**config.mk**
```make
export PLATFORM = sky130hd
export DESIGN_NAME = scl_cmd
export DESIGN_NICKNAME = d
export VERILOG_FILES = /design/src/scl_pkg.sv /design/src/scl_cmd.sv /design/src/scl_ptr.sv
export VERILOG_INCLUDE_DIRS = /design/src
export SDC_FILE = /design/constraint.sdc
export NUM_CORES = 1
export LEC_CHECK = 0
export BUFFER_PORTS_ARGS = -buffer_cell sky130_fd_sc_hd__buf_2
export CORE_MARGIN = 2
export CORE_UTILIZATION = 33
export DETAILED_ROUTE_END_ITERATION = 10
export PLACE_DENSITY_LB_ADDON = 0.2
export SLEW_MARGIN = 25
export SYNTH_ARGS = -nofsm -noshare
export SYNTH_HDL_FRONTEND = slang
export SYNTH_SLANG_ARGS = --single-unit
export TNS_END_PERCENT = 30
```
**constraint.sdc**
```tcl
create_clock -name CLK -period 3.7 [get_ports CLK]
set_clock_uncertainty 0.05 [all_clocks]
set_input_delay 0.185 -clock CLK [delete_from_list [all_inputs] [get_ports CLK]]
set_output_delay 0.185 -clock CLK [all_outputs]
set_load 0.01 [all_outputs]
```
**src/scl_map.svh**
```systemverilog
`ifndef SCL_MAP_SVH
`define SCL_MAP_SVH

// Device address byte fields
`define SCL_OP_MSB          7
`define SCL_OP_LSB          4
`define SCL_SID_MSB         3
`define SCL_SID_LSB         1
`define SCL_RW_BIT          0

// Opcodes (upper nibble of the device address byte)
`define SCL_OP_EEPROM       4'hA
`define SCL_OP_SECREG       4'hB
`define SCL_OP_LOCK         4'h2
`define SCL_OP_STD_SPEED    4'hD
`define SCL_OP_HIGH_SPEED   4'hE

// Lock and lock-check memory address code in A7..A4
`define SCL_LOCK_ACODE      4'h6
`define SCL_LOCK_A_MSB      7
`define SCL_LOCK_A_LSB      4

// Region sizes and address fields
`define SCL_EE_LAST         7'h7F
`define SCL_SEC_LAST        5'h1F
`define SCL_SEC_A_MSB       4
`define SCL_SEC_USER_BIT    4
`define SCL_PAGE_BITS       3

// Reset values
`define SCL_PTR_RST         7'h00
`define SCL_HS_RST          1'b1
`define SCL_LOCK_RST        1'b0

// Write cycle time and clock rate
`define SCL_CLK_MHZ         250
`define SCL_WR_TIME_US      1000

`endif

```
**src/scl_pkg.sv**
```systemverilog
package scl_pkg;

    // Command sequencer states
    typedef enum logic [3:0] {
        SCL_ST_IDLE,
        SCL_ST_DEV,
        SCL_ST_MADDR,
        SCL_ST_DATA,
        SCL_ST_LKDATA,
        SCL_ST_LKSTOP,
        SCL_ST_READ,
        SCL_ST_SKIP,
        SCL_ST_BUSY
    } scl_state_t;

    // Target of the current write sequence
    typedef enum logic [1:0] {
        SCL_K_EE,
        SCL_K_SEC,
        SCL_K_LOCK
    } scl_kind_t;

    // Full state of the command sequencer
    typedef struct packed {
        scl_state_t state;
        scl_kind_t  kind;
        logic       locked;
        logic       hs;
        logic       have_data;
        logic [31:0] timer;
        logic       ack_vld;
        logic       ack_ok;
        logic       wdat_vld;
        logic [6:0] wdat_addr;
        logic       wdat_sec;
        logic [7:0] wdat;
        logic       prog_go;
        scl_kind_t  prog_kind;
        logic       prog_abort;
        logic       prog_done;
        logic       busy;
    } scl_cmd_s_t;

    // Shared address pointer state
    typedef struct packed {
        logic [6:0] addr;
        logic       sec;
    } scl_ptr_s_t;

endpackage : scl_pkg

```
**src/scl_cmd.sv**
```systemverilog
// Functional notes
// - Security writes only in upper sixteen bytes
// - Security pages wrap like array pages
// - Opcode Bh writes: ack address, data bytes
// - Write cycle begins only after stop
// - Security addressing ignores A7 to A5
// - Lock: opcode 2h, A7..A4 equal 6h
// - Lock acks address and data if unlocked
// - Lock commits on stop after data only
// - Completed lock makes register permanently read-only
// - Locked: ack device address, nack memory address, ready
// - Lock check: ack unlocked, nack locked
// - Reset and discovery select high speed
// - Dh write: ack, go standard speed
// - Dh read: ack only if standard speed
// - Eh write: ack, go high speed
// - Eh read: ack only if high speed
// - One shared pointer, advances past access
// - Pointer wraps to 00h within region
// - Pointer kept, cleared by reset
// - Stop off byte boundary aborts write
// - Busy blocks commands, nacks short pulses
// - Page writes increment low three bits
`timescale 1ns/1ns
`include "scl_map.svh"

module scl_cmd
    import scl_pkg::*;
#(
    parameter int WR_TIME_US = `SCL_WR_TIME_US,           // Write cycle time in microseconds
    parameter int WR_CYCLES  = WR_TIME_US * `SCL_CLK_MHZ  // Write cycle time in clocks
)
(
    input  wire logic       CLK,
    input  wire logic       RST,
    input  wire logic [2:0] SLAVE_ID,
    input  wire logic       LOCK_NV,
    input  wire logic       DISC_RESET,
    input  wire logic       START,
    input  wire logic       STOP,
    input  wire logic       STOP_MIDBYTE,
    input  wire logic       BYTE_VALID,
    input  wire logic [7:0] BYTE_DATA,
    input  wire logic       RD_BYTE_DONE,
    input  wire logic       LOW_PULSE,
    input  wire logic       ABORT_LONG,
    output logic            ACK_VALID,
    output logic            ACK_OK,
    output logic            WDAT_VALID,
    output logic [6:0]      WDAT_ADDR,
    output logic            WDAT_SEC,
    output logic [7:0]      WDAT,
    output logic            PROG_GO,
    output logic [1:0]      PROG_KIND,
    output logic            PROG_ABORT,
    output logic            PROG_DONE,
    output logic            BUSY,
    output logic            LOCKED,
    output logic            HIGH_SPEED,
    output logic [6:0]      PTR_ADDR,
    output logic            PTR_SEC
);

    scl_cmd_s_t s_q;            // Registered sequencer state
    scl_cmd_s_t s_d;            // Next sequencer state
    logic       ptr_clr;        // Clear pointer to 00h
    logic       ptr_load;       // Load pointer from address byte
    logic [6:0] ptr_load_addr;  // Address to load
    logic       ptr_load_sec;   // Region to load
    logic       ptr_page;       // Page increment after data byte
    logic       ptr_seq;        // Sequential increment after read byte
    logic [6:0] ptr_addr;       // Current pointer
    logic       ptr_sec;        // Current pointer region
    logic [3:0] op;             // Opcode field of incoming byte
    logic [2:0] sid;            // Slave id field of incoming byte
    logic       rd;             // Direction bit of incoming byte

    localparam logic [31:0] WR_CNT = 32'(WR_CYCLES); // Busy length in clocks

    // Device address byte fields
    assign op  = BYTE_DATA[`SCL_OP_MSB:`SCL_OP_LSB];
    assign sid = BYTE_DATA[`SCL_SID_MSB:`SCL_SID_LSB];
    assign rd  = BYTE_DATA[`SCL_RW_BIT];

    ////////////////////////////////////////////////////////////////////////////
    // Shared address pointer
    scl_ptr u_ptr (
        .clk       (CLK),
        .rst       (RST),
        .clr       (ptr_clr),
        .load      (ptr_load),
        .load_addr (ptr_load_addr),
        .load_sec  (ptr_load_sec),
        .page_inc  (ptr_page),
        .seq_inc   (ptr_seq),
        .ptr_addr  (ptr_addr),
        .ptr_sec   (ptr_sec)
    );

    ////////////////////////////////////////////////////////////////////////////
    // Command sequencer
    always_comb begin
        s_d            = s_q;
        s_d.ack_vld    = 1'b0;
        s_d.wdat_vld   = 1'b0;
        s_d.prog_go    = 1'b0;
        s_d.prog_abort = 1'b0;
        s_d.prog_done  = 1'b0;
        // Lock state only ever sets
        s_d.locked     = s_q.locked | LOCK_NV;
        ptr_clr        = 1'b0;
        ptr_load       = 1'b0;
        ptr_load_addr  = `SCL_PTR_RST;
        ptr_load_sec   = 1'b0;
        ptr_page       = 1'b0;
        // Reads handled outside advance the pointer
        ptr_seq        = RD_BYTE_DONE && (s_q.state == SCL_ST_READ);

        if (s_q.state == SCL_ST_BUSY) begin
            // Internal write cycle in progress
            s_d.timer = s_q.timer - 32'h1;
            if (LOW_PULSE) begin
                // Short pulse answered busy
                s_d.ack_vld = 1'b1;
                s_d.ack_ok  = 1'b0;
            end
            if (ABORT_LONG) begin
                // Long low terminates the cycle
                s_d.prog_abort = 1'b1;
                s_d.state      = SCL_ST_IDLE;
                s_d.busy       = 1'b0;
            end else if (s_q.timer <= 32'h1) begin
                // Cycle complete
                s_d.prog_done = 1'b1;
                s_d.state     = SCL_ST_IDLE;
                s_d.busy      = 1'b0;
                if (s_q.kind == SCL_K_LOCK) begin
                    s_d.locked = 1'b1;
                end
            end
        end else if (DISC_RESET) begin
            // Reset with discovery response
            s_d.hs    = `SCL_HS_RST;
            s_d.state = SCL_ST_IDLE;
            ptr_clr   = 1'b1;
            if (s_q.have_data) begin
                s_d.prog_abort = 1'b1;
            end
            s_d.have_data = 1'b0;
        end else if (START) begin
            // New command; staged write data is dropped
            if (s_q.have_data) begin
                s_d.prog_abort = 1'b1;
            end
            s_d.have_data = 1'b0;
            s_d.state     = SCL_ST_DEV;
        end else if (STOP) begin
            s_d.state = SCL_ST_IDLE;
            case (s_q.state)
                SCL_ST_DATA: begin
                    if (s_q.have_data && !STOP_MIDBYTE) begin
                        // Commit staged bytes
                        s_d.prog_go   = 1'b1;
                        s_d.prog_kind = s_q.kind;
                        s_d.state     = SCL_ST_BUSY;
                        s_d.busy      = 1'b1;
                        s_d.timer     = WR_CNT;
                    end else if (s_q.have_data) begin
                        s_d.prog_abort = 1'b1;
                    end
                end
                SCL_ST_LKSTOP: begin
                    if (!STOP_MIDBYTE) begin
                        // Lock commit after data byte
                        s_d.prog_go   = 1'b1;
                        s_d.prog_kind = SCL_K_LOCK;
                        s_d.kind      = SCL_K_LOCK;
                        s_d.state     = SCL_ST_BUSY;
                        s_d.busy      = 1'b1;
                        s_d.timer     = WR_CNT;
                    end
                end
                default: begin
                    // Stop elsewhere ends the command
                    s_d.state = SCL_ST_IDLE;
                end
            endcase
            s_d.have_data = 1'b0;
        end else if (BYTE_VALID) begin
            case (s_q.state)
                SCL_ST_DEV: begin
                    // Device address byte
                    s_d.ack_vld = 1'b1;
                    s_d.ack_ok  = 1'b0;
                    s_d.state   = SCL_ST_SKIP;
                    if (sid == SLAVE_ID) begin
                        case (op)
                            `SCL_OP_EEPROM, `SCL_OP_SECREG: begin
                                s_d.ack_ok = 1'b1;
                                s_d.kind   = (op == `SCL_OP_SECREG) ? SCL_K_SEC : SCL_K_EE;
                                s_d.state  = rd ? SCL_ST_READ : SCL_ST_MADDR;
                            end
                            `SCL_OP_LOCK: begin
                                if (!rd) begin
                                    s_d.ack_ok = 1'b1;
                                    s_d.kind   = SCL_K_LOCK;
                                    s_d.state  = SCL_ST_MADDR;
                                end
                            end
                            `SCL_OP_STD_SPEED: begin
                                if (rd) begin
                                    s_d.ack_ok = !s_q.hs;
                                end else begin
                                    s_d.ack_ok = 1'b1;
                                    s_d.hs     = 1'b0;
                                end
                            end
                            `SCL_OP_HIGH_SPEED: begin
                                if (rd) begin
                                    s_d.ack_ok = s_q.hs;
                                end else begin
                                    s_d.ack_ok = 1'b1;
                                    s_d.hs     = 1'b1;
                                end
                            end
                            default: begin
                                // Unsupported here: not acknowledged
                                s_d.ack_ok = 1'b0;
                            end
                        endcase
                    end
                end
                SCL_ST_MADDR: begin
                    // Memory address byte
                    s_d.ack_vld = 1'b1;
                    if (s_q.kind == SCL_K_LOCK) begin
                        if (BYTE_DATA[`SCL_LOCK_A_MSB:`SCL_LOCK_A_LSB] == `SCL_LOCK_ACODE
                                && !s_q.locked) begin
                            s_d.ack_ok = 1'b1;
                            s_d.state  = SCL_ST_LKDATA;
                        end else begin
                            s_d.ack_ok = 1'b0;
                            s_d.state  = SCL_ST_SKIP;
                        end
                    end else begin
                        s_d.ack_ok    = 1'b1;
                        s_d.state     = SCL_ST_DATA;
                        ptr_load      = 1'b1;
                        ptr_load_sec  = (s_q.kind == SCL_K_SEC);
                        ptr_load_addr = (s_q.kind == SCL_K_SEC)
                                      ? {2'b00, BYTE_DATA[`SCL_SEC_A_MSB:0]}
                                      : BYTE_DATA[6:0];
                    end
                end
                SCL_ST_DATA: begin
                    // Data byte of a write
                    s_d.ack_vld = 1'b1;
                    if (s_q.kind == SCL_K_SEC
                            && (s_q.locked || !ptr_addr[`SCL_SEC_USER_BIT])) begin
                        // Read-only security area refused
                        s_d.ack_ok = 1'b0;
                        if (s_q.have_data) begin
                            s_d.prog_abort = 1'b1;
                        end
                        s_d.have_data = 1'b0;
                        s_d.state     = SCL_ST_IDLE;
                    end else begin
                        s_d.ack_ok    = 1'b1;
                        s_d.have_data = 1'b1;
                        s_d.wdat_vld  = 1'b1;
                        s_d.wdat_addr = ptr_addr;
                        s_d.wdat_sec  = ptr_sec;
                        s_d.wdat      = BYTE_DATA;
                        ptr_page      = 1'b1;
                    end
                end
                SCL_ST_LKDATA: begin
                    // Don't-care data byte of lock
                    s_d.ack_vld = 1'b1;
                    s_d.ack_ok  = !s_q.locked;
                    s_d.state   = SCL_ST_LKSTOP;
                end
                SCL_ST_LKSTOP: begin
                    // Extra byte instead of stop aborts lock
                    s_d.ack_vld = 1'b1;
                    s_d.ack_ok  = 1'b0;
                    s_d.state   = SCL_ST_SKIP;
                end
                default: begin
                    // Read data and idle bytes not handled here
                    s_d.state = s_q.state;
                end
            endcase
        end
    end

    ////////////////////////////////////////////////////////////////////////////
    // State register
    always_ff @(posedge CLK or posedge RST) begin
        if (RST) begin
            s_q        <= '0;
            s_q.state  <= SCL_ST_IDLE;
            s_q.kind   <= SCL_K_EE;
            s_q.prog_kind <= SCL_K_EE;
            s_q.hs     <= `SCL_HS_RST;
            s_q.locked <= `SCL_LOCK_RST;
        end else begin
            s_q <= s_d;
        end
    end

    ////////////////////////////////////////////////////////////////////////////
    // Outputs
    assign ACK_VALID  = s_q.ack_vld;
    assign ACK_OK     = s_q.ack_ok;
    assign WDAT_VALID = s_q.wdat_vld;
    assign WDAT_ADDR  = s_q.wdat_addr;
    assign WDAT_SEC   = s_q.wdat_sec;
    assign WDAT       = s_q.wdat;
    assign PROG_GO    = s_q.prog_go;
    assign PROG_KIND  = s_q.prog_kind;
    assign PROG_ABORT = s_q.prog_abort;
    assign PROG_DONE  = s_q.prog_done;
    assign BUSY       = s_q.busy;
    assign LOCKED     = s_q.locked;
    assign HIGH_SPEED = s_q.hs;
    assign PTR_ADDR   = ptr_addr;
    assign PTR_SEC    = ptr_sec;

endmodule : scl_cmd

```
**src/scl_ptr.sv**
```systemverilog
`timescale 1ns/1ns
`include "scl_map.svh"

module scl_ptr
    import scl_pkg::*;
(
    input  wire logic       clk,
    input  wire logic       rst,
    input  wire logic       clr,
    input  wire logic       load,
    input  wire logic [6:0] load_addr,
    input  wire logic       load_sec,
    input  wire logic       page_inc,
    input  wire logic       seq_inc,
    output logic [6:0]      ptr_addr,
    output logic            ptr_sec
);

    scl_ptr_s_t p_q;   // Registered pointer
    scl_ptr_s_t p_d;   // Next pointer

    // Next byte with roll-over to 00h of the same region
    function automatic logic [6:0] seq_next(input logic [6:0] a, input logic sec);
        logic [6:0] n;
        n = a + 7'h01;
        if (sec && a[`SCL_SEC_A_MSB:0] == `SCL_SEC_LAST) begin
            n = `SCL_PTR_RST;
        end else if (!sec && a == `SCL_EE_LAST) begin
            n = `SCL_PTR_RST;
        end
        return n;
    endfunction : seq_next

    ////////////////////////////////////////////////////////////////////////////
    // Next pointer value
    always_comb begin
        p_d = p_q;
        if (clr) begin
            p_d.addr = `SCL_PTR_RST;
            p_d.sec  = 1'b0;
        end else if (load) begin
            p_d.addr = load_addr;
            p_d.sec  = load_sec;
        end else if (page_inc) begin
            // Only the low bits move, page stays
            p_d.addr[`SCL_PAGE_BITS-1:0] = p_q.addr[`SCL_PAGE_BITS-1:0] + 3'h1;
        end else if (seq_inc) begin
            p_d.addr = seq_next(p_q.addr, p_q.sec);
        end
    end

    ////////////////////////////////////////////////////////////////////////////
    // Pointer register
    always_ff @(posedge clk or posedge rst) begin
        if (rst) begin
            p_q <= '{addr: `SCL_PTR_RST, sec: 1'b0};
        end else begin
            p_q <= p_d;
        end
    end

    assign ptr_addr = p_q.addr;
    assign ptr_sec  = p_q.sec;

endmodule : scl_ptr

```
Word-level counts from Yosys, hierarchy flattened:

Cells that the tools add are included.

* register bits: 74
* input port bits: 22
* output and inout port bits: 35

* add/sub/neg operators: 3
* magnitude comparators: 1
* equal/unequal tests: 35
* mux-type cells: 122
* bitwise logic cells: 6
* reduce and logical (&&, ||, !) cells: 43

Operators with widths (number)
* two-way mux 54 bit: 2
* two-way mux 32 bit: 3
* two-way mux 7 bit: 12
* case mux 32 bit (2 select lines): 1
* two-way mux 1 bit: 63
* two-way mux 19 bit: 2
* two-way mux 4 bit: 9
* two-way mux 17 bit: 2
* two-way mux 34 bit: 1
* less-or-equal comparator 32 x 1 -> 1 bit, second input constant: 1
* subtractor 32 x 1 -> 32 bit, second input constant: 1
* AND reduction 7 bit: 3
* equality test 4 bit, second input constant: 5
* two-way mux 20 bit: 1
* case mux 4 bit (5 select lines): 1
* nonzero test 2 bit: 10
* two-way mux 6 bit: 3
* equality test 4 x 3 -> 1 bit, second input constant: 4
* two-way mux 3 bit: 5
* != test 3 bit, second input constant: 5
* two-way mux 2 bit: 7
* equality test 4 x 2 -> 1 bit, second input constant: 3
* != test 2 bit, second input constant: 6
* AND reduction 6 bit: 2
* other kinds (35): 58

Longest topological paths before layout:

Gate-level depths: netlist of run 1.

* depth in word-level cells: 13
* gate-level depth with buffers: 8

Modules after synthesis:

A second synthesis of run 1 with hierarchy kept.

* cell total of the unflattened synthesis: 438
* area total of the unflattened synthesis: 4172.8 um2

By module, submodules not included
* scl_cmd: instances 1, cells an instance 379, area an instance 3634.7 um2, sequential area each 1652.8 um2
* scl_ptr: instances 1, cells an instance 59, area an instance 538.0 um2, sequential area each 200.2 um2

Worst setup path before layout of run 1:

OpenSTA, ideal clock, no wires.

* path kind: register to register
* start: reg s_q[51] (netlist name)
* end: reg s_q[63] (netlist name)
* setup time: 0.125 ns
* arrival time: 2.100 ns
* data required time: 3.525 ns
* setup slack: 1.425 ns
* cell stages (with the launch flop): 6
* path buffers: 0
* period minus slack after synthesis: 2.275 ns
* cell sequence: dfrtp_1 or4_4 or4_4 nor3_2 o21a_2 mux2_4

* word-level cells in the longest chain between the ends: 3

Ends and longest elaborated chain
* from (decl): line scl_cmd.sv:64 `scl_cmd_s_t s_q;`
* less-or-equal comparator 32 x 1 -> 1 bit: line scl_cmd.sv:132 `end else if (s_q.timer <= 32'h1) begin`
* != test 3 x 2 -> 1 bit (no line)
* AND reduction 4 bit (no line)

Every way passes these cells.
A chain may end at the register's enable or synchronous reset.

Final worst setup path of run 1:

* start: reg s_q[63] (netlist name)
* end: reg s_q[45] (netlist name)

* word-level cells in the longest chain between the ends: 6

Ends and longest elaborated chain
* equality test 4 x 3 -> 1 bit / equality test 4 x 2 -> 1 bit (equally long branches): line scl_cmd.sv:159 `case (s_q.state)`
* case mux 32 bit (2 select lines): line scl_cmd.sv:159
* two-way mux 32 bit: line scl_cmd.sv:157 `end else if (STOP) begin`
* two-way mux 54 bit: line scl_cmd.sv:150 `end else if (START) begin`
* two-way mux 54 bit: line scl_cmd.sv:141 `end else if (DISC_RESET) begin`
* two-way mux 34 bit: line scl_cmd.sv:119 `if (s_q.state == SCL_ST_BUSY) begin`

Several ways; a longest one is shown, not always the timed one. The select of a mux whose other input is x is not followed.

==> results of run 1 <==
==> kinds of logic (layout without fill, tap and decap cells) <==
logic type      count (synthesis)  in the layout
compound gates                 87             87
xor+xnor                       16             16
fa+ha+maj                       4              4
buf+inv                        53             92
flops                          74             74
mux                            30             30
simple gates                  177            177
==> sequential cells by signal, indices dropped and copies added (netlist names), 2 cells and up <==
| signal | count |
|---|---|
| WDAT_ADDR | 7 |
| u_ptr.ptr_addr | 7 |
| s_q | 39 |
| PROG_KIND | 2 |
| WDAT | 8 |
==> worst paths after layout <==
kind / from / slack, ns / end
worst max-delay path: s_q[63] / 0.93 / s_q[45]
worst min-delay path: STOP_MIDBYTE / 0.03 / PROG_KIND[1]
worst max register to register: s_q[63] / 0.93 / s_q[45]
worst min register to register: s_q[53] / 0.43 / s_q[53]
max in group asynchronous: RST / 2.33 / HIGH_SPEED
min in group asynchronous: RST / 0.45 / WDAT_ADDR[5]
==> layer usage <==
metal / routed length [um] / GRT usage / vias up
met5: 0 / 0 / -
met4: 91 / 0.0424 / 0
met3: 555 / 0.0439 / 9
met2: 5210 / 0.264 / 79
met1: 5010 / 0.220 / 1701
li1: - / - / 1677
==> final cells by class <==
| type | instances | area share |
|---|---|---|
| well taps | 172 | 0.0435 |
| repair buffers | 61 | 0.0647 |
| clock buffers | 11 | 0.0490 |
| multi-input cells | 314 | 0.442 |
| clock inverters | 3 | 0.0131 |
| flip-flops and latches | 74 | 0.374 |
| inverters | 17 | 0.0134 |
==> report_power, final <==
group / switching (W) / internal [W]
combinational: 0.000128 / 0.0000992
sequential: 0.0000746 / 0.000866
clock: 0.000324 / 0.000600
==> stage by stage <==
step / utilization / cell area (um2) / std cells / setup slack (ns)
global placement: 0.364 / 4630 / 637 / 1.06
finish: 0.389 / 4950 / 652 / 0.933
global route: 0.389 / 4950 / 652 / 0.708
floorplan: - / 4320 / 441 / 1.42
CTS: 0.388 / 4940 / 651 / 0.957
detailed placement: 0.364 / 4630 / 637 / 0.976
==> synth_stat cells (4+ instances only) <==
library cell,n
sky130_fd_sc_hd__nor2b_1,10
sky130_fd_sc_hd__a22oi_1,5
sky130_fd_sc_hd__inv_1,16
sky130_fd_sc_hd__a32oi_1,4
sky130_fd_sc_hd__nand3_1,16
sky130_fd_sc_hd__mux2_2,18
sky130_fd_sc_hd__nor2_1,32
sky130_fd_sc_hd__o211ai_1,5
sky130_fd_sc_hd__or4_1,4
sky130_fd_sc_hd__a21oi_1,11
sky130_fd_sc_hd__nor3_1,16
sky130_fd_sc_hd__dfrtp_1,73
sky130_fd_sc_hd__o21ai_0,19
sky130_fd_sc_hd__ha_1,4
sky130_fd_sc_hd__o41ai_1,5
sky130_fd_sc_hd__nand2_1,34
sky130_fd_sc_hd__o31ai_1,6
sky130_fd_sc_hd__nand2b_1,12
sky130_fd_sc_hd__mux2i_1,11
sky130_fd_sc_hd__o22ai_1,5
sky130_fd_sc_hd__buf_2,7
sky130_fd_sc_hd__xnor2_1,13
sky130_fd_sc_hd__clkbuf_1,10
sky130_fd_sc_hd__a22o_1,4
sky130_fd_sc_hd__nand4_1,6
sky130_fd_sc_hd__buf_4,17
sky130_fd_sc_hd__nor4_1,7
==> results.txt, run 1 <==
----------------------------------------------------
[Status]
  Outcome ... completed

[Timing]
  Tightest hold margin ... 0.0337 ns
  Post-Route Setup TNS ... 0 ns
  Number of hold-slack violations in the final timing report ... 0
  Pin slew with the least headroom to its limit ... 0.797 ns
  Minimum clock period ... 2.77 ns
  Unrepaired setup endpoints after global routing ... false
  Maximum clock frequency ... 361 MHz
  Part of the cycle the worst path needs ... 0.748
  Final count of pins violating max slew ... 0
  Worst slew margin ... 0.465
  Final setup violation count ... 0

[Synthesis]
  Mapped cell area ... 4320 um2
  Share of synthesized flip-flops with an asynchronous set or reset ... 1.00
  Synthesis Warnings ... 0
  Xor and xnor fraction of the mapped netlist area ... 0.0324
  Post-Synth Simple-Gate Area ... 0.247
  Mux cell area share after synthesis ... 0.0759
  Synthesized Nets ... 467
  Main area contributors after synthesis ... sky130_fd_sc_hd__dfrtp_1 42%, sky130_fd_sc_hd__mux2_2 4.7%, sky130_fd_sc_hd__buf_4 3.0%, sky130_fd_sc_hd__nand2_1 3.0%, sky130_fd_sc_hd__nor2_1 2.8%
  Combinational family with the most area after synthesis ... simple AND/OR/NAND/NOR gates
  Fraction of synthesized cell area taken by the top area cell type ... 0.423
  Post-synthesis share of cell area spent on full adders, half adders and majority gates ... 0.0116
  Seq cells post-synth ... 74
  Share of synthesized area occupied by flip-flops and latches ... 0.429
  Post-synth EDFFs ... 0
  Share of the synthesized area in compound gates (AO/OA/AOI/OAI) ... 0.140
  Dominant synthesized flop cell ... sky130_fd_sc_hd__dfrtp_1
  Leading area contributor after synthesis ... sky130_fd_sc_hd__dfrtp_1
  Mapped Avg Cell Area ... 9.80 um2
  Cell variety after synth ... 70
  Number of instances in the synthesized netlist ... 441

[GRT]
  Number of antenna violations at the first check in global routing ... 0
  Global Route Usage Sum ... 0.165
  Via count of the first global-routing pass ... 3538
  Maximum number of pins on one net before global-route repair ... 53
  Global-route wire length before repair ... 18.6 mm
  Total congestion overflow after global routing ... 0

[Setup path]
  Element type at the critical path start ... flop
  Series of cell instances along the critical path ... or4b_1 -> nor3_1 -> nand3_1 -> nor4_1 -> mux2i_1
  Cell at the slowest stage of the critical path ... sky130_fd_sc_hd__or4b_1
  Worst reg-to-reg path cell count ... 5
  Arrival time of data at the critical path endpoint ... 2.97 ns
  CP required ... 3.91 ns
  Critical path's largest stage delay ... 0.90 ns
  Kind of cell adding the most delay to the critical path ... simple AND/OR/NAND/NOR gates
  Maximum fanout encountered on the critical timing path ... 16
  Buffers and inverters on the worst path ... 0
  Logic depth of the worst path, buffers included ... 5
  Kind of end point of the critical path ... flop
  Kind of critical path ... reg -> reg

[Routing]
  Average detailed-routed wire length per instance ... 16.7 um
  Number of remaining DRC errors ... 0
  Number of nets with antenna violations after routing ... 0
  DRT iter0 DRCs ... 195
  Post-detailed-routing wire length ... 10.9 mm
  Via-per-instance ratio ... 5.32
  1st-pass router iterations ... 4
  Count of vias placed by the detailed router ... 3466

[Die]
  Core Rows ... 41
  Vertical extent of the die ... 118 um
  IO Count ... 57
  DIE AREA ... 14000 um2
  Placeable core area ... 12700 um2
  Die X-Extent ... 118 um
  Starting density of the core ... 0.340

[Cells and area]
  Most frequent cells in the layout ... 73 x sky130_fd_sc_hd__dfrtp_1, 56 x sky130_fd_sc_hd__buf_2, 34 x sky130_fd_sc_hd__nand2_1, 32 x sky130_fd_sc_hd__nor2_1, 19 x sky130_fd_sc_hd__o21ai_0
  Area used by multi-input combinational logic ... 2190 um2
  Footprint of the flip-flops and latches ... 1850 um2
  Share of layout cells above drive strength 1 ... 0.246
  Antenna Diode Count ... 0
  Post-synthesis to final-layout area growth ... 14.6%
  Fill cells ... 1336
  Nets ... 503
  Commonest non-fill, non-tap cell in the layout ... sky130_fd_sc_hd__dfrtp_1

[Clock tree]
  Clock Tree Root ... sky130_fd_sc_hd__clkbuf_16
  Number of clock buffers inserted by TritonCTS ... 9
  CTS clock-pin slew for the worst setup and hold paths ... 0.06 ns
  Count of buffers added by post-CTS timing repair for setup ... 0
  Worst skew pair latency ... 0.34 ns
  Number of buffers between clock root and the deepest sink ... 2
  Hold Buf Count CTS ... 0
  Clock tree from TritonCTS ... built
  Resized Gates After CTS ... 0
  Num Clock Sinks ... 74
  H-tree depth ... 3

[Placement]
  Half-perimeter wire length after detailed placement ... 7.83 mm
  Global placement routability congestion ... 0.812
  Port-buffer cells ... 56

[Power and ir drop]
  Tot Pwr ... 0.00209 W
  Power density normalized to cell area ... 422 nW/um2
  Worst ir drop on vdd ... 0.201 mV
  Static Leakage ... 2.09 nW

[Job]
  Max-cap violations ... 0

[Worst hold path]
  Number of instances on the worst hold path ... 2
  Path category of the worst min-delay check ... in -> reg

----------------------------------------------------
Note: power is estimated with default switching activity, not from simulation.
==> inputs of run 2 (changes only) <==
==> constraint.sdc (replaced) <==
create_clock -name CLK -period 2.81 [get_ports CLK]
set_clock_uncertainty 0.05 [all_clocks]
set_input_delay 0.1405 -clock CLK [delete_from_list [all_inputs] [get_ports CLK]]
set_output_delay 0.1405 -clock CLK [all_outputs]
set_load 0.01 [all_outputs]
==> results.txt, run 2 (synthesis gave the netlist of run 1 again) <==
----------------------------------------------------
[Routing]
  Via-per-instance ratio ... 5.37 (was 5.32)
  Post-detailed-routing wire length ... 11.0 mm (was 10.9 mm)
  Count of vias placed by the detailed router ... 3581 (was 3466)
  DRT iter0 DRCs ... 203 (was 195)
  Number of nets with antenna violations after routing ... 0 (unchanged)
  Number of remaining DRC errors ... 0 (unchanged)
  Average detailed-routed wire length per instance ... 16.5 um (was 16.7 um)
  1st-pass router iterations ... 5 (was 4)

[Timing]
  Number of hold-slack violations in the final timing report ... 0 (unchanged)
  Unrepaired setup endpoints after global routing ... false (unchanged)
  Minimum clock period ... 2.43 ns (was 2.77 ns)
  Post-Route Setup TNS ... 0 ns (unchanged)
  Post-route setup slack ... 0.379 ns (was 0.933 ns)
  Part of the cycle the worst path needs ... 0.865 (was 0.748)
  Maximum clock frequency ... 411 MHz (was 361 MHz)
  Worst slew margin ... 0.554 (was 0.465)
  Final count of pins violating max slew ... 0 (unchanged)
  Final setup violation count ... 0 (unchanged)
  Pin slew with the least headroom to its limit ... 0.663 ns (was 0.797 ns)

[Power and ir drop]
  Power density normalized to cell area ... 550 nW/um2 (was 422 nW/um2)
  Static Leakage ... 2.16 nW (was 2.09 nW)
  Worst ir drop on vdd ... 0.340 mV (was 0.201 mV)

[Cells and area]
  Nets ... 516 (was 503)
  Antenna Diode Count ... 0 (unchanged)
  Share of layout cells above drive strength 1 ... 0.265 (was 0.246)
  Register bank with the most flops ... s_q (unchanged)
  Non-filler cells, final ... 667 (was 652)
  Flip-flop count of the largest register, all copies and words added ... 39 (unchanged)
  Most frequent cells in the layout ... 73 x sky130_fd_sc_hd__dfrtp_1, 56 x sky130_fd_sc_hd__buf_2, 34 x sky130_fd_sc_hd__nand2_1, 32 x sky130_fd_sc_hd__nor2_1, 19 x sky130_fd_sc_hd__o21ai_0 (unchanged)
  Fin area ... 5080 um2 (was 4950 um2)
  Post-synthesis to final-layout area growth ... 17.5% (was 14.6%)
  Commonest non-fill, non-tap cell in the layout ... sky130_fd_sc_hd__dfrtp_1 (unchanged)
  Fill cells ... 1325 (was 1336)

[Clock tree]
  Num Clock Sinks ... 74 (unchanged)
  CTS clock-pin slew for the worst setup and hold paths ... 0.06 ns (about the same)
  Clock tree from TritonCTS ... built (unchanged)
  Clock Tree Root ... sky130_fd_sc_hd__clkbuf_16 (unchanged)
  Number of buffers between clock root and the deepest sink ... 2 (unchanged)
  Number of clock buffers inserted by TritonCTS ... 9 (unchanged)
  Worst skew pair latency ... 0.34 ns (about the same)
  H-tree depth ... 3 (unchanged)

[Setup path]
  Element type at the critical path start ... flop (unchanged)
  Critical path's largest stage delay ... 0.59 ns (was 0.90 ns)
  CP required ... 2.97 ns (was 3.91 ns)
  Series of cell instances along the critical path ... buf_4 -> or4b_4 -> nor4_4 -> nor2_1 -> a22oi_1 -> o22ai_1 (was or4b_1 -> nor3_1 -> nand3_1 -> nor4_1 -> mux2i_1)
  Cell at the slowest stage of the critical path ... sky130_fd_sc_hd__nor4_4 (was sky130_fd_sc_hd__or4b_1)
  Kind of end point of the critical path ... flop (unchanged)
  Arrival time of data at the critical path endpoint ... 2.59 ns (was 2.97 ns)
  Kind of cell adding the most delay to the critical path ... simple AND/OR/NAND/NOR gates (unchanged)
  Maximum fanout encountered on the critical timing path ... 13 (was 16)
  Kind of critical path ... reg -> reg (unchanged)
  Buffers and inverters on the worst path ... 1 (was 0)

[GRT]
  Global-route wire length before repair ... 18.1 mm (was 18.6 mm)
  Total congestion overflow after global routing ... 0 (unchanged)
  Via count of the first global-routing pass ... 3602 (was 3538)
  Global Route Usage Sum ... 0.161 (was 0.165)
  Maximum number of pins on one net before global-route repair ... 47 (was 53)
  Number of antenna violations at the first check in global routing ... 0 (unchanged)

[Placement]
  Post-placement cell area ... 4730 um2 (was 4630 um2)
  Worst slack at placement ... 0.394 ns (was 0.976 ns)
  Number of cells in the design after placement ... 648 (was 637)
  Half-perimeter wire length after detailed placement ... 8.18 mm (was 7.83 mm)
  Global placement routability congestion ... 0.960 (was 0.812)
  Port-buffer cells ... 56 (unchanged)

[Status]
  Outcome ... completed (unchanged)

[Die]
  DIE AREA ... 14000 um2 (unchanged)
  Placeable core area ... 12700 um2 (unchanged)
  Core Rows ... 41 (unchanged)
  Vertical extent of the die ... 118 um (unchanged)
  IO Count ... 57 (unchanged)
  Starting density of the core ... 0.340 (unchanged)
  Die X-Extent ... 118 um (unchanged)

[Worst hold path]
  Path category of the worst min-delay check ... in -> reg (unchanged)

[Job]
  Max-cap violations ... 0 (unchanged)

----------------------------------------------------
run 2: cell types whose count changed in the layout (fill, tap and decap cells not counted), sizes merged:
| cell | before | now |
|---|---|---|
| buf | 60 | 71 |
| clkbuf | 11 | 10 |
| clkinv | 1 | 3 |
| clkinvlp | 0 | 1 |
| dlygate4sd3 | 1 | 3 |
run 2: cell type report:
| class | instances | area (um2) | area share |
|---|---|---|---|
| Sequential cell | 74 | 1850 | 0.365 |
| Multi-Input combinational cell | 314 | 2190 | 0.431 |
| Clock inverter | 6 | 90.1 | 0.0177 |
| Timing Repair Buffer | 74 | 435 | 0.0858 |
| Inverter | 17 | 65.1 | 0.0128 |
| Clock buffer | 10 | 229 | 0.0451 |
| Tap cell | 172 | 215 | 0.0424 |
run 2: report_power, final:
| part | internal (W) | switching, W |
|---|---|---|
| Sequential | 0.00114 | 0.0000917 |
| Combinational | 0.000140 | 0.000178 |
| Clock | 0.000781 | 0.000463 |
| Total | 0.00206 | 0.000733 |
run 2: timing repair:
action,4_1_cts,5_1_grt
buffers inserted,0,0
hold buffers,3,0
gates resized for setup,0,0
hold endpoints to repair,29,0
run 2: per-layer routing:
| metal | vias up | track usage | part of all wire |
|---|---|---|---|
| met1 | 1742 | 0.206 | 0.47 |
| li1 | 1713 | - | - |
| met4 | 0 | 0.0744 | 0.033 |
| met5 | - | 0 | 0 |
| met2 | 96 | 0.254 | 0.46 |
| met3 | 30 | 0.0405 | 0.041 |
run 2: worst min-delay path: cells and delay by family:
| kind | cells | cell delay (ns) |
|---|---|---|
| AO/OA/AOI/OAI | 1 | 0.08 |
| buffers and inverters | 1 | 0.10 |
| AND/OR/NAND/NOR | 1 | 0.04 |
run 2: worst paths after layout:
kind	start	endpoint	slack, ns	depth (start not counted)
max	s_q[64]	u_ptr.ptr_addr[3]	0.38	6
min	ABORT_LONG	PROG_ABORT	0.03	3
max reg2reg	s_q[64]	u_ptr.ptr_addr[3]	0.38	6
min reg2reg	s_q[53]	s_q[53]	0.43	1
max in group asynchronous	RST	s_q[61]	1.77	4
min in group asynchronous	RST	WDAT_ADDR[4]	0.32	3
run 2: metrics by stage:
stage                     utilization  hold WS [ns]  power, W
after global placement          0.372         0.147   0.00156
after CTS                       0.399        0.0233   0.00284
after global routing            0.399        0.0293   0.00292
final                           0.399        0.0269   0.00279
after floorplan                     -         0.188   0.00145
after detailed placement        0.372         0.154   0.00157
==> inputs of run 3 (changes only) <==
--- a/config.mk
+++ b/config.mk
@@ -8,7 +8,7 @@
 export LEC_CHECK = 0
 export BUFFER_PORTS_ARGS = -buffer_cell sky130_fd_sc_hd__buf_2
 export CORE_MARGIN = 2
-export CORE_UTILIZATION = 33
+export CORE_UTILIZATION = 30
 export DETAILED_ROUTE_END_ITERATION = 10
 export PLACE_DENSITY_LB_ADDON = 0.2
 export SLEW_MARGIN = 25
==> results.txt, run 3 (synthesis gave the netlist of run 1 again) <==
----------------------------------------------------
[Cells and area]
  Most frequent cells in the layout ... 73 x sky130_fd_sc_hd__dfrtp_1, 56 x sky130_fd_sc_hd__buf_2, 34 x sky130_fd_sc_hd__nand2_1, 32 x sky130_fd_sc_hd__nor2_1, 19 x sky130_fd_sc_hd__o21ai_0 (unchanged)
  Post-synthesis to final-layout area growth ... 17.1% (was 17.5%)
  Share of layout cells above drive strength 1 ... 0.263 (was 0.265)
  Nets ... 512 (was 516)
  Antenna Diode Count ... 0 (unchanged)
  Register bank with the most flops ... s_q (unchanged)
  Non-filler cells, final ... 671 (was 667)
  Fill cells ... 1456 (was 1325)
  Commonest non-fill, non-tap cell in the layout ... sky130_fd_sc_hd__dfrtp_1 (unchanged)
  Flip-flop count of the largest register, all copies and words added ... 39 (unchanged)

[Timing]
  Final count of pins violating max slew ... 0 (unchanged)
  Post-Route Setup TNS ... 0 ns (unchanged)
  Number of hold-slack violations in the final timing report ... 0 (unchanged)
  Part of the cycle the worst path needs ... 0.895 (was 0.865)
  Maximum clock frequency ... 398 MHz (was 411 MHz)
  Unrepaired setup endpoints after global routing ... false (unchanged)
  Worst slew margin ... 0.525 (was 0.554)
  Final setup violation count ... 0 (unchanged)
  Tightest hold margin ... 0.0229 ns (was 0.0269 ns)
  Pin slew with the least headroom to its limit ... 0.708 ns (was 0.663 ns)
  Minimum clock period ... 2.52 ns (was 2.43 ns)

[GRT]
  Total congestion overflow after global routing ... 0 (unchanged)
  Global Route Usage Sum ... 0.156 (was 0.161)
  Maximum number of pins on one net before global-route repair ... 48 (was 47)
  Number of antenna violations at the first check in global routing ... 0 (unchanged)
  Via count of the first global-routing pass ... 3479 (was 3602)
  Global-route wire length before repair ... 18.3 mm (was 18.1 mm)

[Setup path]
  Kind of cell adding the most delay to the critical path ... simple AND/OR/NAND/NOR gates (unchanged)
  Cell at the slowest stage of the critical path ... sky130_fd_sc_hd__or4b_1 (was sky130_fd_sc_hd__nor4_4)
  Worst setup path startpoint ... s_q[63] (was s_q[64])
  Startpoint of the worst-slack reg-to-reg timing path ... s_q[63] (was s_q[64])
  Logic depth of the worst path, buffers included ... 5 (was 6)
  CP required ... 3.01 ns (was 2.97 ns)
  Element type at the critical path start ... flop (unchanged)
  Maximum fanout encountered on the critical timing path ... 16 (was 13)
  Buffers and inverters on the worst path ... 0 (was 1)
  Capturing instance or port of the critical path ... s_q[51] (was u_ptr.ptr_addr[3])
  Critical path's largest stage delay ... 0.71 ns (was 0.59 ns)
  Worst reg-to-reg path cell count ... 5 (was 6)
  Kind of end point of the critical path ... flop (unchanged)
  Arrival time of data at the critical path endpoint ... 2.72 ns (was 2.59 ns)
  Setup slack of the worst register-to-register path ... 0.29 ns (was 0.38 ns)
  End of the worst register-to-register path ... s_q[51] (was u_ptr.ptr_addr[3])
  Kind of critical path ... reg -> reg (unchanged)
  Series of cell instances along the critical path ... or4b_1 -> nor3_1 -> nand3_1 -> nor3b_1 -> mux2i_1 (was buf_4 -> or4b_4 -> nor4_4 -> nor2_1 -> a22oi_1 -> o22ai_1)

[Clock tree]
  Num Clock Sinks ... 74 (unchanged)
  Clock tree from TritonCTS ... built (unchanged)
  H-tree depth ... 3 (unchanged)
  CTS clock-pin slew for the worst setup and hold paths ... 0.07 ns (was 0.06 ns)
  Number of clock buffers inserted by TritonCTS ... 9 (unchanged)
  Clock Tree Root ... sky130_fd_sc_hd__clkbuf_16 (unchanged)
  Number of buffers between clock root and the deepest sink ... 2 (unchanged)
  Worst skew pair latency ... 0.33 ns (was 0.34 ns)

[Die]
  Vertical extent of the die ... 124 um (was 118 um)
  Die X-Extent ... 124 um (was 118 um)
  DIE AREA ... 15400 um2 (was 14000 um2)
  Placeable core area ... 14000 um2 (was 12700 um2)
  Core Rows ... 43 (was 41)
  Starting density of the core ... 0.309 (was 0.340)
  IO Count ... 57 (unchanged)

[Power and ir drop]
  Worst ir drop on vdd ... 0.216 mV (was 0.340 mV)
  Static Leakage ... 2.14 nW (was 2.16 nW)
  Power density normalized to cell area ... 559 nW/um2 (was 550 nW/um2)

[Status]
  Outcome ... completed (unchanged)

[Placement]
  Half-perimeter wire length after detailed placement ... 8.19 mm (was 8.18 mm)
  Number of cells in the design after placement ... 653 (was 648)
  Global placement routability congestion ... 0.838 (was 0.960)
  Port-buffer cells ... 56 (unchanged)

[Routing]
  Post-detailed-routing wire length ... 11.1 mm (was 11.0 mm)
  Count of vias placed by the detailed router ... 3539 (was 3581)
  Average detailed-routed wire length per instance ... 16.6 um (was 16.5 um)
  1st-pass router iterations ... 4 (was 5)
  DRT iter0 DRCs ... 175 (was 203)
  Number of nets with antenna violations after routing ... 0 (unchanged)
  Number of remaining DRC errors ... 0 (unchanged)
  Via-per-instance ratio ... 5.27 (was 5.37)

[Job]
  Max-cap violations ... 0 (unchanged)

[Worst hold path]
  Path category of the worst min-delay check ... in -> reg (unchanged)

----------------------------------------------------
run 3: changes by cell type in the layout (fill, tap and decap cells not counted), sizes merged:
cell and change:
buf -3, clkbuf -1, dlygate4sd3 -1, inv +1
run 3: timing repair:
action                    CTS  global route
setup buffers               0             0
hold buffers                2             0
gates resized for setup     0             0
hold endpoints to repair   27             0
run 3: stage by stage:
step / util / setup WS (ns) / power (W) / cell area [um2]
floorplan: - / 0.535 / 0.00145 / 4320
detailed placement: 0.337 / 0.263 / 0.00157 / 4720
CTS: 0.362 / 0.285 / 0.00285 / 5060
finish: 0.362 / 0.295 / 0.00283 / 5060
global route: 0.362 / 0.0935 / 0.00296 / 5060
global placement: 0.337 / 0.409 / 0.00156 / 4720
run 3: layout make-up:
class,count,area (um2),area share
Clock inverter,7,101,0.0200
Multi-Input combinational cell,314,2190,0.433
Sequential cell,74,1850,0.366
Timing Repair Buffer,70,403,0.0796
Inverter,17,65.1,0.0129
Clock buffer,9,225,0.0445
Tap cell,180,225,0.0445
run 3: report_power, final:
group          total [W]  internal (W)  switching, W
sequential       0.00124       0.00114     0.0000970
combinational   0.000314      0.000139      0.000175
clock            0.00128      0.000788      0.000490
run 3: layer usage:
metal  wire length (um)  GRT usage
met5                  0          0
met4                133     0.0449
met3                433     0.0284
met2               5410      0.257
met1               5170      0.209
run 3: worst min path at each step:
| stage | startpoint | endpoint | slack [ns] | depth (start not counted) |
|---|---|---|---|---|
| after detailed placement | RST | PROG_GO | 0.15 | 2 |
| final | STOP_MIDBYTE | PROG_KIND[1] | 0.02 | 2 |
| after global routing | STOP_MIDBYTE | PROG_KIND[1] | 0.02 | 2 |
| after global placement | RST | PROG_GO | 0.15 | 2 |
| after CTS | STOP_MIDBYTE | PROG_KIND[1] | 0.02 | 2 |
| after floorplan | STOP_MIDBYTE | PROG_KIND[1] | 0.19 | 1 |
run 3: worst register-to-register path: stages, from the launching register on:
cell and delay, ns:
sky130_fd_sc_hd__dfrtp_1 0.56, sky130_fd_sc_hd__or4b_1 0.71, sky130_fd_sc_hd__nor3_1 0.26, sky130_fd_sc_hd__nand3_1 0.27
sky130_fd_sc_hd__nor3b_1 0.34, sky130_fd_sc_hd__mux2i_1 0.24
